--- config.mk ---
export PLATFORM = sky130hd
export DESIGN_NAME = dst_sequencer
export DESIGN_NICKNAME = d
export VERILOG_FILES = /design/src/hw/dst_pkg.sv /design/src/hw/dst_results_log.sv /design/src/hw/dst_sequencer.sv
export SDC_FILE = /design/constraint.sdc
export NUM_CORES = 2
export LEC_CHECK = 0
export ABC_AREA = 0
export BUFFER_PORTS_ARGS = -buffer_cell sky130_fd_sc_hd__buf_2
export CAP_MARGIN = 10
export CORE_MARGIN = 4
export CORE_UTILIZATION = 57
export DETAILED_ROUTE_END_ITERATION = 8
export PLACE_DENSITY = 0.74
export SYNTH_ARGS = -nofsm -noshare
export SYNTH_HDL_FRONTEND = slang
export SYNTH_SLANG_ARGS = --single-unit
--- constraint.sdc ---
create_clock -name aclk -period 58.6 [get_ports aclk]
set_input_delay 8.79 -clock aclk [delete_from_list [all_inputs] [get_ports aclk]]
set_output_delay 8.79 -clock aclk [all_outputs]
set_load 0.03 [all_outputs]
--- src/hw/dst_pkg.sv ---
// Shared constants for the drive self-test sequencer and its results log.
// Assumes a single 250 MHz clock domain and an AXI4-Lite register port.
package dst_pkg;
  // Clock and time budget
  localparam longint CLK_HZ = 250_000_000;
  localparam longint SHORT_LIMIT_S = 120;
  localparam longint SHORT_LIMIT_CYC = SHORT_LIMIT_S * CLK_HZ;
  localparam int BUDGET_W = 36;

  // Test codes, carried in bits 7:5 as in command byte 1
  localparam int FC_LSB = 5;
  localparam logic [2:0] FC_SHORT = 3'h1;
  localparam logic [2:0] FC_EXT = 3'h2;
  localparam logic [2:0] FC_ABORT = 3'h4;

  // Result values
  localparam logic [3:0] RES_PASS = 4'h0;
  localparam logic [3:0] RES_ABORT = 4'h1;
  localparam logic [3:0] RES_RESET = 4'h2;
  localparam logic [3:0] RES_ELEC = 4'h3;
  localparam logic [3:0] RES_SERVO = 4'h4;
  localparam logic [3:0] RES_SCAN = 4'h5;
  localparam logic [3:0] RES_RUN = 4'hf;

  // Readiness answer
  localparam logic [7:0] SK_NOT_READY = 8'h02;
  localparam logic [7:0] ASC_NOT_READY = 8'h04;
  localparam logic [7:0] ASCQ_CAUSE = 8'h00;
  localparam logic [7:0] ASCQ_MANUAL = 8'h03;

  // Log layout
  localparam int LOG_DEPTH = 20;
  localparam int LBA_W = 32;
  localparam int SENSE_W = 28;

  // Register byte offsets
  localparam logic [7:0] A_CMD = 8'h00;
  localparam logic [7:0] A_STATUS = 8'h04;
  localparam logic [7:0] A_IRQ_STAT = 8'h08;
  localparam logic [7:0] A_IRQ_MASK = 8'h0c;
  localparam logic [7:0] A_READY = 8'h10;
  localparam logic [7:0] A_EXT_TIME = 8'h14;
  localparam logic [7:0] A_LOG_SEL = 8'h18;
  localparam logic [7:0] A_LOG_ENTRY = 8'h1c;
  localparam logic [7:0] A_LOG_LBA = 8'h20;
  localparam logic [7:0] A_LOG_SENSE = 8'h24;
  localparam logic [7:0] A_RECOVERED = 8'h28;

  // Interrupt bits
  localparam int IRQ_W = 4;
  localparam int IRQ_DONE = 0;
  localparam int IRQ_FAIL = 1;
  localparam int IRQ_REFUSED = 2;
  localparam int IRQ_NREADY = 3;

  // Status fields
  localparam int ST_BUSY = 0;
  localparam int ST_NREADY = 1;
  localparam int ST_SEG_LSB = 2;
  localparam int ST_CODE_LSB = 4;
  localparam int ST_COUNT_LSB = 8;

  localparam logic [1:0] RESP_OKAY = 2'h0;
  localparam logic [1:0] RESP_SLVERR = 2'h2;

  typedef enum logic [1:0] {SEG_ELEC, SEG_SERVO, SEG_SCAN} seg_t;
endpackage

--- src/hw/dst_results_log.sv ---
// Twenty-entry self-test results log, newest entry at index 0.
// Assumes the sequencer pushes once per test and updates only entry 0.
`timescale 1ns/1ps
module dst_results_log
  import dst_pkg::*;
#(
  parameter int DEPTH = LOG_DEPTH,
  parameter int CNT_W = $clog2(DEPTH + 1)
) (
  input wire logic aclk, // Clock
  input wire logic aresetn, // Sync reset, low
  input wire logic ce, // Clock enable
  input wire logic push, // Open a new entry
  input wire logic [2:0] push_code, // Test code of new entry
  input wire logic upd, // Write final outcome to entry 0
  input wire logic [3:0] upd_res, // Final result value
  input wire logic [LBA_W-1:0] upd_lba, // Failing block address
  input wire logic [SENSE_W-1:0] upd_sense, // FRU, ASCQ, ASC, key
  input wire logic [CNT_W-1:0] rd_idx, // Entry to read
  output logic [2:0] rd_code, // Selected entry code
  output logic [3:0] rd_res, // Selected entry result
  output logic [LBA_W-1:0] rd_lba, // Selected entry address
  output logic [SENSE_W-1:0] rd_sense, // Selected entry sense
  output logic [3:0] head_res, // Result of entry 0
  output logic [CNT_W-1:0] count // Valid entries
);
  logic [2:0] code_mem [DEPTH];
  logic [3:0] res_mem [DEPTH];
  logic [LBA_W-1:0] lba_mem [DEPTH];
  logic [SENSE_W-1:0] sense_mem [DEPTH];
  wire idx_ok = rd_idx < CNT_W'(DEPTH) && rd_idx < count;

  // Out-of-range reads show zero instead of stale entries
  assign rd_code = idx_ok ? code_mem[rd_idx] : '0;
  assign rd_res = idx_ok ? res_mem[rd_idx] : '0;
  assign rd_lba = idx_ok ? lba_mem[rd_idx] : '0;
  assign rd_sense = idx_ok ? sense_mem[rd_idx] : '0;
  assign head_res = res_mem[0];

  // Push shifts all entries down; the oldest falls off the end
  always_ff @(posedge aclk) begin
    if (!aresetn) begin
      count <= '0;
      for (int i = 0; i < DEPTH; i++) begin
        code_mem[i] <= '0;
        res_mem[i] <= '0;
        lba_mem[i] <= '0;
        sense_mem[i] <= '0;
      end
    end else if (ce && push) begin
      for (int i = DEPTH - 1; i > 0; i--) begin
        code_mem[i] <= code_mem[i-1];
        res_mem[i] <= res_mem[i-1];
        lba_mem[i] <= lba_mem[i-1];
        sense_mem[i] <= sense_mem[i-1];
      end
      code_mem[0] <= push_code;
      res_mem[0] <= RES_RUN;
      lba_mem[0] <= '0;
      sense_mem[0] <= '0;
      if (count < CNT_W'(DEPTH)) begin
        count <= count + 1'b1;
      end
    end else if (ce && upd) begin
      res_mem[0] <= upd_res;
      lba_mem[0] <= upd_lba;
      sense_mem[0] <= upd_sense;
    end
  end
endmodule

--- src/hw/dst_sequencer.sv ---
// Drive self-test sequencer: command decode, segment sequencing, result
// logging with non-volatile commits, readiness answer, AXI4-Lite registers.
// Assumes a segment engine and an NVM writer on aclk; fault pins are async.
//
// Chosen here: the address map and the AXI4-Lite slave port.
`timescale 1ns/1ps
module dst_sequencer
  import dst_pkg::*;
#(
  parameter logic [BUDGET_W-1:0] SHORT_CYC = BUDGET_W'(SHORT_LIMIT_CYC),
  parameter logic [LBA_W-1:0] MAX_LBA = 32'h0100_0000,
  parameter logic [LBA_W-1:0] SHORT_LBAS = 32'h0001_0000,
  parameter logic [15:0] EXT_MINUTES = 16'h00b4
) (
  input wire logic aclk, // Clock, 250 MHz
  input wire logic aresetn, // Sync reset, low
  input wire logic ce, // Clock enable
  input wire logic [7:0] awaddr, // Write address
  input wire logic awvalid, // Write address valid
  output logic awready, // Write address ready
  input wire logic [31:0] wdata, // Write data
  input wire logic [3:0] wstrb, // Write strobes
  input wire logic wvalid, // Write data valid
  output logic wready, // Write data ready
  output logic [1:0] bresp, // Write response
  output logic bvalid, // Write response valid
  input wire logic bready, // Write response ready
  input wire logic [7:0] araddr, // Read address
  input wire logic arvalid, // Read address valid
  output logic arready, // Read address ready
  output logic [31:0] rdata, // Read data
  output logic [1:0] rresp, // Read response
  output logic rvalid, // Read data valid
  input wire logic rready, // Read data ready
  output logic irq, // Level interrupt
  input wire logic spindle_fault_pin, // Motor will not spin or lock
  input wire logic servo_unlock_pin, // Servo off track
  input wire logic config_bad_pin, // Config tables unreadable
  input wire logic bus_reset_pin, // Bus or device reset
  output logic seg_go, // Start segment, pulse
  output seg_t seg_sel, // Segment to run
  output logic [LBA_W-1:0] scan_count, // Blocks to scan
  output logic seg_stop, // Stop engine, pulse
  input wire logic seg_done, // Segment finished, pulse
  input wire logic seg_fail, // Unrecovered error at done
  input wire logic [LBA_W-1:0] fail_lba, // Failing block
  input wire logic [3:0] fail_key, // Sense key
  input wire logic [7:0] fail_asc, // ASC
  input wire logic [7:0] fail_ascq, // ASCQ
  input wire logic [7:0] fail_fru, // FRU
  input wire logic rec_event, // Error corrected by retry
  output logic nvm_save, // Commit log, pulse
  input wire logic nvm_done // Commit finished, pulse
);
  localparam int CNT_W = $clog2(LOG_DEPTH + 1);
  typedef enum logic [2:0] {S_IDLE, S_INIT_NV, S_RUN, S_FINISH, S_FINAL_NV} state_t;

  state_t state;
  seg_t seg;
  logic [2:0] code;
  logic [3:0] result;
  logic [LBA_W-1:0] res_lba;
  logic [SENSE_W-1:0] res_sense;
  logic [BUDGET_W-1:0] budget;
  logic abort_pend, reset_pend;
  logic [IRQ_W-1:0] irq_stat, irq_mask;
  logic [CNT_W-1:0] log_sel;
  logic [31:0] recovered;
  logic [3:0] pin_s1, pin_s2, pin_s3, pin_q;
  logic aw_held, w_held;
  logic [7:0] aw_addr;
  logic [31:0] w_data;
  logic w_lane0;

  // Three-stage pin synchroniser; level moves once stages two and three agree
  wire [3:0] pin_raw = {bus_reset_pin, config_bad_pin, servo_unlock_pin, spindle_fault_pin};
  wire [3:0] pin_agree = ~(pin_s2 ^ pin_s3);
  wire [3:0] next_pin_q = (pin_agree & pin_s3) | (~pin_agree & pin_q);
  always_ff @(posedge aclk) begin
    if (!aresetn) begin
      pin_s1 <= '0;
      pin_s2 <= '0;
      pin_s3 <= '0;
      pin_q <= '0;
    end else if (ce) begin
      pin_s1 <= pin_raw;
      pin_s2 <= pin_s1;
      pin_s3 <= pin_s2;
      pin_q <= next_pin_q;
    end
  end

  // Readiness and the answer a readiness query gets
  wire not_ready = |pin_q[2:0];
  wire reset_evt = next_pin_q[3] & ~pin_q[3];
  wire [7:0] rdy_ascq = pin_q[0] ? ASCQ_CAUSE : ASCQ_MANUAL;
  wire [31:0] ready_sense = not_ready ?
    {8'h00, SK_NOT_READY, ASC_NOT_READY, rdy_ascq} : 32'h0000_0000;

  // AXI write: address and data taken in either order
  wire aw_take = awvalid && awready;
  wire w_take = wvalid && wready;
  wire wr_fire = aw_held && w_held && !bvalid;
  wire wr_lane = w_lane0;
  wire [7:0] wr_addr = aw_addr;
  wire wr_hit = wr_addr == A_CMD || wr_addr == A_IRQ_STAT
    || wr_addr == A_IRQ_MASK || wr_addr == A_LOG_SEL;
  wire wr_cmd = wr_fire && wr_lane && wr_addr == A_CMD;
  wire [2:0] cmd_code = w_data[FC_LSB +: 3];
  wire busy = state != S_IDLE;
  wire cmd_test = cmd_code == FC_SHORT || cmd_code == FC_EXT;
  // Host is expected to check readiness first; refusal is flagged anyway
  wire start_ok = wr_cmd && cmd_test && !busy && !not_ready;
  wire abort_ok = wr_cmd && cmd_code == FC_ABORT && busy;
  wire refused = wr_cmd && !start_ok && !abort_ok;
  wire [IRQ_W-1:0] irq_clr = (wr_fire && wr_lane && wr_addr == A_IRQ_STAT) ?
    w_data[IRQ_W-1:0] : '0;

  always_ff @(posedge aclk) begin
    if (!aresetn) begin
      aw_held <= 1'b0;
      w_held <= 1'b0;
      aw_addr <= '0;
      w_data <= '0;
      w_lane0 <= 1'b0;
      awready <= 1'b0;
      wready <= 1'b0;
      bvalid <= 1'b0;
      bresp <= RESP_OKAY;
    end else if (ce) begin
      awready <= !aw_held && !aw_take;
      wready <= !w_held && !w_take;
      if (aw_take) begin
        aw_held <= 1'b1;
        aw_addr <= awaddr;
      end
      if (w_take) begin
        w_held <= 1'b1;
        w_data <= wdata;
        w_lane0 <= wstrb[0];
      end
      if (wr_fire) begin
        aw_held <= 1'b0;
        w_held <= 1'b0;
        bvalid <= 1'b1;
        bresp <= wr_hit ? RESP_OKAY : RESP_SLVERR;
        awready <= 1'b1;
        wready <= 1'b1;
      end else if (bvalid && bready) begin
        bvalid <= 1'b0;
      end
    end
  end

  // Log instance and its read selection
  logic [2:0] lg_code;
  logic [3:0] lg_res, head_res;
  logic [LBA_W-1:0] lg_lba;
  logic [SENSE_W-1:0] lg_sense;
  logic [CNT_W-1:0] log_count;
  wire log_push = ce && start_ok;
  wire log_upd = ce && state == S_FINISH;

  dst_results_log #(.DEPTH(LOG_DEPTH), .CNT_W(CNT_W)) u_log (
    .aclk(aclk),
    .aresetn(aresetn),
    .ce(ce),
    .push(log_push),
    .push_code(cmd_code),
    .upd(log_upd),
    .upd_res(result),
    .upd_lba(res_lba),
    .upd_sense(res_sense),
    .rd_idx(log_sel),
    .rd_code(lg_code),
    .rd_res(lg_res),
    .rd_lba(lg_lba),
    .rd_sense(lg_sense),
    .head_res(head_res),
    .count(log_count)
  );

  // Read decode; unmapped addresses answer SLVERR with zero data
  wire [31:0] status_word = 32'({log_count, 1'b0, code, seg, not_ready, busy});
  wire rd_hit = araddr <= A_RECOVERED && araddr[1:0] == 2'b00;
  wire [31:0] rd_val =
    araddr == A_CMD ? 32'({code, 5'h00}) :
    araddr == A_STATUS ? status_word :
    araddr == A_IRQ_STAT ? 32'(irq_stat) :
    araddr == A_IRQ_MASK ? 32'(irq_mask) :
    araddr == A_READY ? ready_sense :
    araddr == A_EXT_TIME ? 32'(EXT_MINUTES) :
    araddr == A_LOG_SEL ? 32'(log_sel) :
    araddr == A_LOG_ENTRY ? 32'({lg_code, lg_res}) :
    araddr == A_LOG_LBA ? lg_lba :
    araddr == A_LOG_SENSE ? 32'(lg_sense) :
    araddr == A_RECOVERED ? recovered : 32'h0000_0000;

  always_ff @(posedge aclk) begin
    if (!aresetn) begin
      arready <= 1'b0;
      rvalid <= 1'b0;
      rdata <= '0;
      rresp <= RESP_OKAY;
    end else if (ce) begin
      arready <= !rvalid && !(arvalid && arready);
      if (arvalid && arready) begin
        rvalid <= 1'b1;
        rdata <= rd_hit ? rd_val : 32'h0000_0000;
        rresp <= rd_hit ? RESP_OKAY : RESP_SLVERR;
      end else if (rvalid && rready) begin
        rvalid <= 1'b0;
        arready <= 1'b1;
      end
    end
  end

  // Interrupt status: set wins over a write-one clear in the same cycle
  wire fin_nv = state == S_FINAL_NV && nvm_done;
  wire went_nready = |next_pin_q[2:0] && !not_ready;
  wire [IRQ_W-1:0] irq_set = {went_nready, refused, fin_nv && result >= RES_ELEC, fin_nv};
  always_ff @(posedge aclk) begin
    if (!aresetn) begin
      irq_stat <= '0;
      irq_mask <= '0;
      irq <= 1'b0;
      log_sel <= '0;
      recovered <= '0;
    end else if (ce) begin
      irq_stat <= (irq_stat & ~irq_clr) | irq_set;
      irq <= |(irq_stat & irq_mask);
      if (wr_fire && wr_lane && wr_addr == A_IRQ_MASK) begin
        irq_mask <= w_data[IRQ_W-1:0];
      end
      if (wr_fire && wr_lane && wr_addr == A_LOG_SEL) begin
        log_sel <= w_data[CNT_W-1:0];
      end
      if (rec_event && state == S_RUN) begin
        recovered <= recovered + 1'b1;
      end
    end
  end

  // Segment result to failure code; only unrecovered errors reach here
  function automatic logic [3:0] seg_res(seg_t s);
    case (s)
      SEG_ELEC: seg_res = RES_ELEC;
      SEG_SERVO: seg_res = RES_SERVO;
      default: seg_res = RES_SCAN;
    endcase
  endfunction

  wire is_short = code == FC_SHORT;
  wire out_of_time = is_short && budget == '0;
  wire [LBA_W-1:0] scan_len = is_short ? SHORT_LBAS : MAX_LBA;

  // Sequencer; abort and reset requests are latched and acted on while running
  always_ff @(posedge aclk) begin
    if (!aresetn) begin
      state <= S_IDLE;
      seg <= SEG_ELEC;
      seg_sel <= SEG_ELEC;
      code <= '0;
      result <= RES_PASS;
      res_lba <= '0;
      res_sense <= '0;
      budget <= '0;
      abort_pend <= 1'b0;
      reset_pend <= 1'b0;
      seg_go <= 1'b0;
      seg_stop <= 1'b0;
      scan_count <= '0;
      nvm_save <= 1'b0;
    end else if (ce) begin
      seg_go <= 1'b0;
      seg_stop <= 1'b0;
      nvm_save <= 1'b0;
      if (busy && abort_ok) begin
        abort_pend <= 1'b1;
      end
      if (busy && reset_evt) begin
        reset_pend <= 1'b1;
      end
      if (busy && budget != '0) begin
        budget <= budget - 1'b1;
      end
      case (state)
        S_IDLE: begin
          if (start_ok) begin
            code <= cmd_code;
            result <= RES_RUN;
            res_lba <= '0;
            res_sense <= '0;
            budget <= SHORT_CYC;
            abort_pend <= 1'b0;
            reset_pend <= 1'b0;
            nvm_save <= 1'b1;
            state <= S_INIT_NV;
          end
        end
        S_INIT_NV: begin
          if (nvm_done) begin
            seg <= SEG_ELEC;
            seg_sel <= SEG_ELEC;
            seg_go <= 1'b1;
            state <= S_RUN;
          end
        end
        S_RUN: begin
          if (reset_pend) begin
            result <= RES_RESET;
            seg_stop <= 1'b1;
            state <= S_FINISH;
          end else if (abort_pend) begin
            result <= RES_ABORT;
            seg_stop <= 1'b1;
            state <= S_FINISH;
          end else if (seg_done && seg_fail) begin
            result <= seg_res(seg);
            res_lba <= fail_lba;
            res_sense <= {fail_fru, fail_ascq, fail_asc, fail_key};
            state <= S_FINISH;
          end else if (out_of_time) begin
            result <= RES_PASS;
            seg_stop <= 1'b1;
            state <= S_FINISH;
          end else if (seg_done) begin
            if (seg == SEG_SCAN) begin
              result <= RES_PASS;
              state <= S_FINISH;
            end else begin
              seg <= seg == SEG_ELEC ? SEG_SERVO : SEG_SCAN;
              seg_sel <= seg == SEG_ELEC ? SEG_SERVO : SEG_SCAN;
              scan_count <= scan_len;
              seg_go <= 1'b1;
            end
          end
        end
        S_FINISH: begin
          nvm_save <= 1'b1;
          state <= S_FINAL_NV;
        end
        S_FINAL_NV: begin
          if (nvm_done) begin
            abort_pend <= 1'b0;
            reset_pend <= 1'b0;
            state <= S_IDLE;
          end
        end
        default: state <= S_IDLE;
      endcase
    end
  end
endmodule

## Word-level counts from Yosys, hierarchy flattened

Memories as Yosys holds them, arrays and structs flattened. A register that Yosys moved wholly into a read port is not among the register bits.
Index checks and enable logic that the tools add are counted.

- Add/sub/neg operators: 3
- $lt $le $gt $ge: 5
- Equality and inequality tests: 35
- Muxes and demuxes: 197
- Bitwise gates (word level): 100
- Reduce and logical (&&, ||, !) cells: 87

Operators by type and width:

| cell | count |
|---|---|
| $mux W32 | 38 |
| $mux W28 | 26 |
| $mux W4 | 30 |
| $mux W36 | 3 |
| $mux W3 | 30 |
| $or A1 B1 Y1 | 83 |
| $pmux W32 S2 | 1 |
| $pmux W28 S2 | 1 |
| $eq A8 B5 Y1 const B | 5 |
| $mux W5 | 8 |
| $mux W1 | 39 |
| $logic_and A1 B1 Y1 | 37 |
| $logic_not A36 Y1 | 1 |
| $reduce_bool A36 Y1 | 1 |
| $sub A36 B1 Y36 const B | 1 |
| $add A32 B1 Y32 const B | 1 |
| $eq A8 B4 Y1 const B | 4 |
| $mux W25 | 1 |
| $eq A8 B6 Y1 const B | 3 |
| $reduce_and A2 Y1 | 12 |
| $mux W2 | 11 |
| $mux W18 | 1 |
| $ne A2 B2 Y1 const B | 9 |
| $and A4 B4 Y4 | 4 |
| 38 further kinds | 77 |

- Flip-flop bits (word level): 272
- Memory bits (writable): 1340
- Input bits: 128
- Output and inout port bits: 79
- Word-level logic and storage cells: 467
- Memories: 4

Memories:

| memory | words | bits a word | read ports | clocked after memory_dff | write ports | RTL line | text |
|---|---|---|---|---|---|---|---|
| u_log.lba_mem | 20 | 32 | 20 | 1 | 20 | dst_results_log.sv:29 | `logic [LBA_W-1:0] lba_mem [DEPTH];` |
| u_log.sense_mem | 20 | 28 | 20 | 1 | 20 | dst_results_log.sv:30 | `logic [SENSE_W-1:0] sense_mem [DEPTH];` |
| u_log.res_mem | 20 | 4 | 20 | 1 | 20 | dst_results_log.sv:28 | `logic [3:0] res_mem [DEPTH];` |
| u_log.code_mem | 20 | 3 | 20 | 1 | 20 | dst_results_log.sv:27 | `logic [2:0] code_mem [DEPTH];` |

## Longest topological paths before layout

- Depth after elaboration: 14
- Depth in mapped cells: 11
- Mapped depth without buffers: 8

## Cells and area by module

A second synthesis with hierarchy kept.

- Cell total of the unflattened synthesis: 5131
- Area total of the unflattened synthesis: 71388.5 sq um

By module, submodules not included:

| module | times used | cells each | area each (sq um) | sequential area each (sq um) |
|---|---|---|---|---|
| dst_results_log | 1 | 3884 | 60519.3 | 40338.7 |
| dst_sequencer | 1 | 1247 | 10869.2 | 4704.5 |

## Worst setup path before layout

OpenSTA, ideal clock, no wires.

- Path kind: input port to flip-flop
- From: input port ce
- To: memory u_log.code_mem[0][0], enable pin
- Library setup time: 2.145 ns
- Arrival time: 44.218 ns
- Data required time: 56.455 ns
- Slack: 12.237 ns
- Stages: 5
- Buffers on the path: 2
- Cell sequence: nand2_1 or4_1 buf_4 nand2_1 clkbuf_1

RTL lines:

| what | RTL line | text |
|---|---|---|
| start: declaration | dst_sequencer.sv:17 | `input wire logic ce,` |
| end: declaration | dst_results_log.sv:27 |  |

==> impl_metrics.json <==
{
  "drv_slew": 0,
  "finalCriticalPeriod_ns": 14.49,
  "cts_tree": "done",
  "critPathKind": "input port to flop",
  "rows": 129,
  "dp_hpwl_um": 95700,
  "synthCells": 5050,
  "first_iter_violations": 6298,
  "grt_pass1_wl_um": 251000,
  "max_freq_mhz": 69.0,
  "post_cts_resized": 0,
  "grt_overflow": 0,
  "cp_max_fo": 194,
  "finalSetupViolCount": 0,
  "port_buffers": 147,
  "synth_area_leaders": "edfxtp_1 (56%), and3_1 (11%), mux4_2 (11%), dfxtp_1 (6.9%), clkbuf_1 (1.9%)",
  "start_util_pct": 57.6,
  "nets": 5078,
  "min_path_type": "flop to flop",
  "cts_buffers": 160,
  "rsz0062_at_grt": "false",
  "fin_util_pct": 62.7,
  "grt_pass1_vias": 41600,
  "via_count": 44000,
  "yosysTopAreaCell": "edfxtp_1",
  "synth.top_cell.area_share_pct": 56.3,
  "boundaryPins": 207,
  "ir_worst_vdd_mv": 0.0305,
  "powerDensity_mw_per_mm2": 29.8,
  "p_leak_nw": 31.4,
  "ys_seq_area_share_pct": 63.1,
  "ys.flop_type": "edfxtp_1",
  "antenna_found_initial": 7,
  "firstDrtPassIters": 5,
  "ant_nets": 0,
  "seq_area_mm2": 0.0452,
  "place_area_mm2": 0.0728,
  "synth_commonest_cells": "edfxtp_1 (1340), and3_1 (1297), clkbuf_1 (364)",
  "ys_types": 86,
  "fin_skew_ns": 0.0252,
  "fillers": 8986,
  "synth_most_common_cell": "edfxtp_1",
  "tightest_slew_ns": 1.41,
  "synth.ff_latch_count": 1585,
  "min_period_over_period_pct": 24.7,
  "drc": 0,
  "layout.cells.non_filler": 6718,
  "async_reset_ff_share_pct": 0,
  "syn_area_mm2": 0.0715,
  "cts_setup_buffers": 0,
  "multi_input_area_mm2": 0.0242,
  "crit_arrival_ns": 14.88,
  "die_area_mm2": 0.131,
  "synth_edf_count": 1340,
  "grt_usage_pct": 24.4,
  "finalPower_mw": 2.32,
  "clock_sinks": 1585,
  "place_inst": 6418,
  "core_mm2": 0.124,
  "critPathLaunchType": "input port",
  "end_kind": "flop",
  "fin_area_mm2": 0.0778,
  "clk_pin_slew_ns": 0.06,
  "wire_per_inst_um": 24.2,
  "drive_gt1_share_pct": 16.4,
  "max-cap-violations": 0,
  "cp.required_ns": 58.99,
  "final.setup.tns_ns": 0,
  "clk-insertion-delay-late_ns": 0.79,
  "via_per_inst": 6.56,
  "cts.path.max_buffers": 3,
  "final_hold_viol_count": 0,
  "yosysWarnings": 0,
  "status": "completed",
  "grt_max_degree": 301,
  "relSlewSlack_pct": 6.13,
  "fp.dieH_um": 362,
  "htreeDepth": 4,
  "syn_area_per_cell_um2": 14.2,
  "cts_root_buffer": "clkbuf_16",
  "gp_congestion": 0.911,
  "area_growth_pct": 8.84,
  "die_x_um": 362,
  "ctsHoldBuffers": 0,
  "wl_um": 162000
}
-- critical path, stage by stage --
cell	delay (ns)
buf_2	0.63
nand2_1	0.34
or4_1	0.94
nand2_4	0.57
buf_12	0.73
buf_12	0.69
buf_12	0.75
buf_4	0.95
-- cells by family after synthesis --
kind of cell,share of synthesized area [%]
simple gates,15.8
other cells,0.00524
fa+ha+maj,0.122
mux,12.3
compound gates,4.73
xor+xnor,0.551
flops,63.1
buf+inv,3.34
-- worst paths after layout --
path | from | endpoint | slack, ns | cells past startpoint
setup / recovery | ce | u_log.lba_mem[3][4] | 44.11 | 8
hold / removal | res_lba[12] | res_lba[12] | 0.46 | 1
setup reg to reg | state[0] | u_log.lba_mem[3][4] | 51.89 | 8
hold reg to reg | res_lba[12] | res_lba[12] | 0.46 | 1
-- power by group --
group          total, mW  switching, mW  leakage [nW]  internal, mW
clock              0.980          0.433          2.45         0.547
sequential          1.27         0.0192          15.8          1.25
combinational     0.0684         0.0480          13.2        0.0204
-- final cells by class --
| type | count | share of cell area [%] |
|---|---|---|
| tap | 1637 | 2.63 |
| multi-input combinational | 2946 | 31.0 |
| clock buffer | 220 | 5.66 |
| timing repair buffer | 213 | 1.72 |
| sequential | 1585 | 58.0 |
| antenna | 2 | 0.00643 |
| inverter | 37 | 0.182 |
| clock inverter | 78 | 0.730 |
-- metrics by stage --
stage | hold slack (ns) | setup WS, ns
after CTS | 0.466 | 44.08
after global routing | 0.479 | 43.66
after global placement | 0.451 | 43.29
final | 0.462 | 44.11
after floorplan | 0.434 | 12.24
after detailed placement | 0.450 | 43.22
-- per-layer routing --
layer	up-vias	routed length (um)	GRT usage, %
met5	-	0	0
met4	0	4320	7.62
met3	245	15200	4.64
met2	1935	70500	34.3
met1	22300	72300	38.7
li1	19500	-	-
-- cell usage in the layout, fill, tap and decap left out, types with 15 or more instances in the layout --
cell type / netlist / final
a31oi_1: 23 / 23
buf_2: 76 / 146
a22o_1: 62 / 62
clkinv_1: 0 / 22
a221oi_1: 21 / 21
xnor2_1: 27 / 27
and3_1: 1297 / 1297
inv_1: 36 / 35
nand4_1: 18 / 18
clkinv_2: 0 / 33
mux4_2: 335 / 335
a211oi_1: 39 / 39
and2_1: 82 / 82
nand2_1: 151 / 150
a22oi_1: 35 / 35
nand3_1: 73 / 72
nor2_1: 111 / 108
mux2i_1: 113 / 113
nor3_1: 44 / 41
clkbuf_16: 0 / 162
xor2_1: 18 / 18
o22ai_1: 15 / 15
clkbuf_1: 364 / 45
a21oi_1: 106 / 106
dfxtp_1: 245 / 240
edfxtp_1: 1340 / 1340
nor2b_1: 30 / 30
nor4_1: 19 / 18
conb_1: 1 / 33
or3_1: 28 / 28
o21ai_0: 80 / 77
buf_4: 48 / 58
-- registers in the layout, indices dropped and copies added (netlist names), 5 cells and up, named ones only --
register         cells
aw_addr              8
budget              36
log_sel              5
rdata               32
recovered           32
res_lba             32
res_sense           28
u_log.code_mem      60
u_log.count          5
u_log.lba_mem      640
u_log.res_mem       80
u_log.sense_mem    560
w_data               8
No activity file was read; power rests on OpenSTA's default activity.
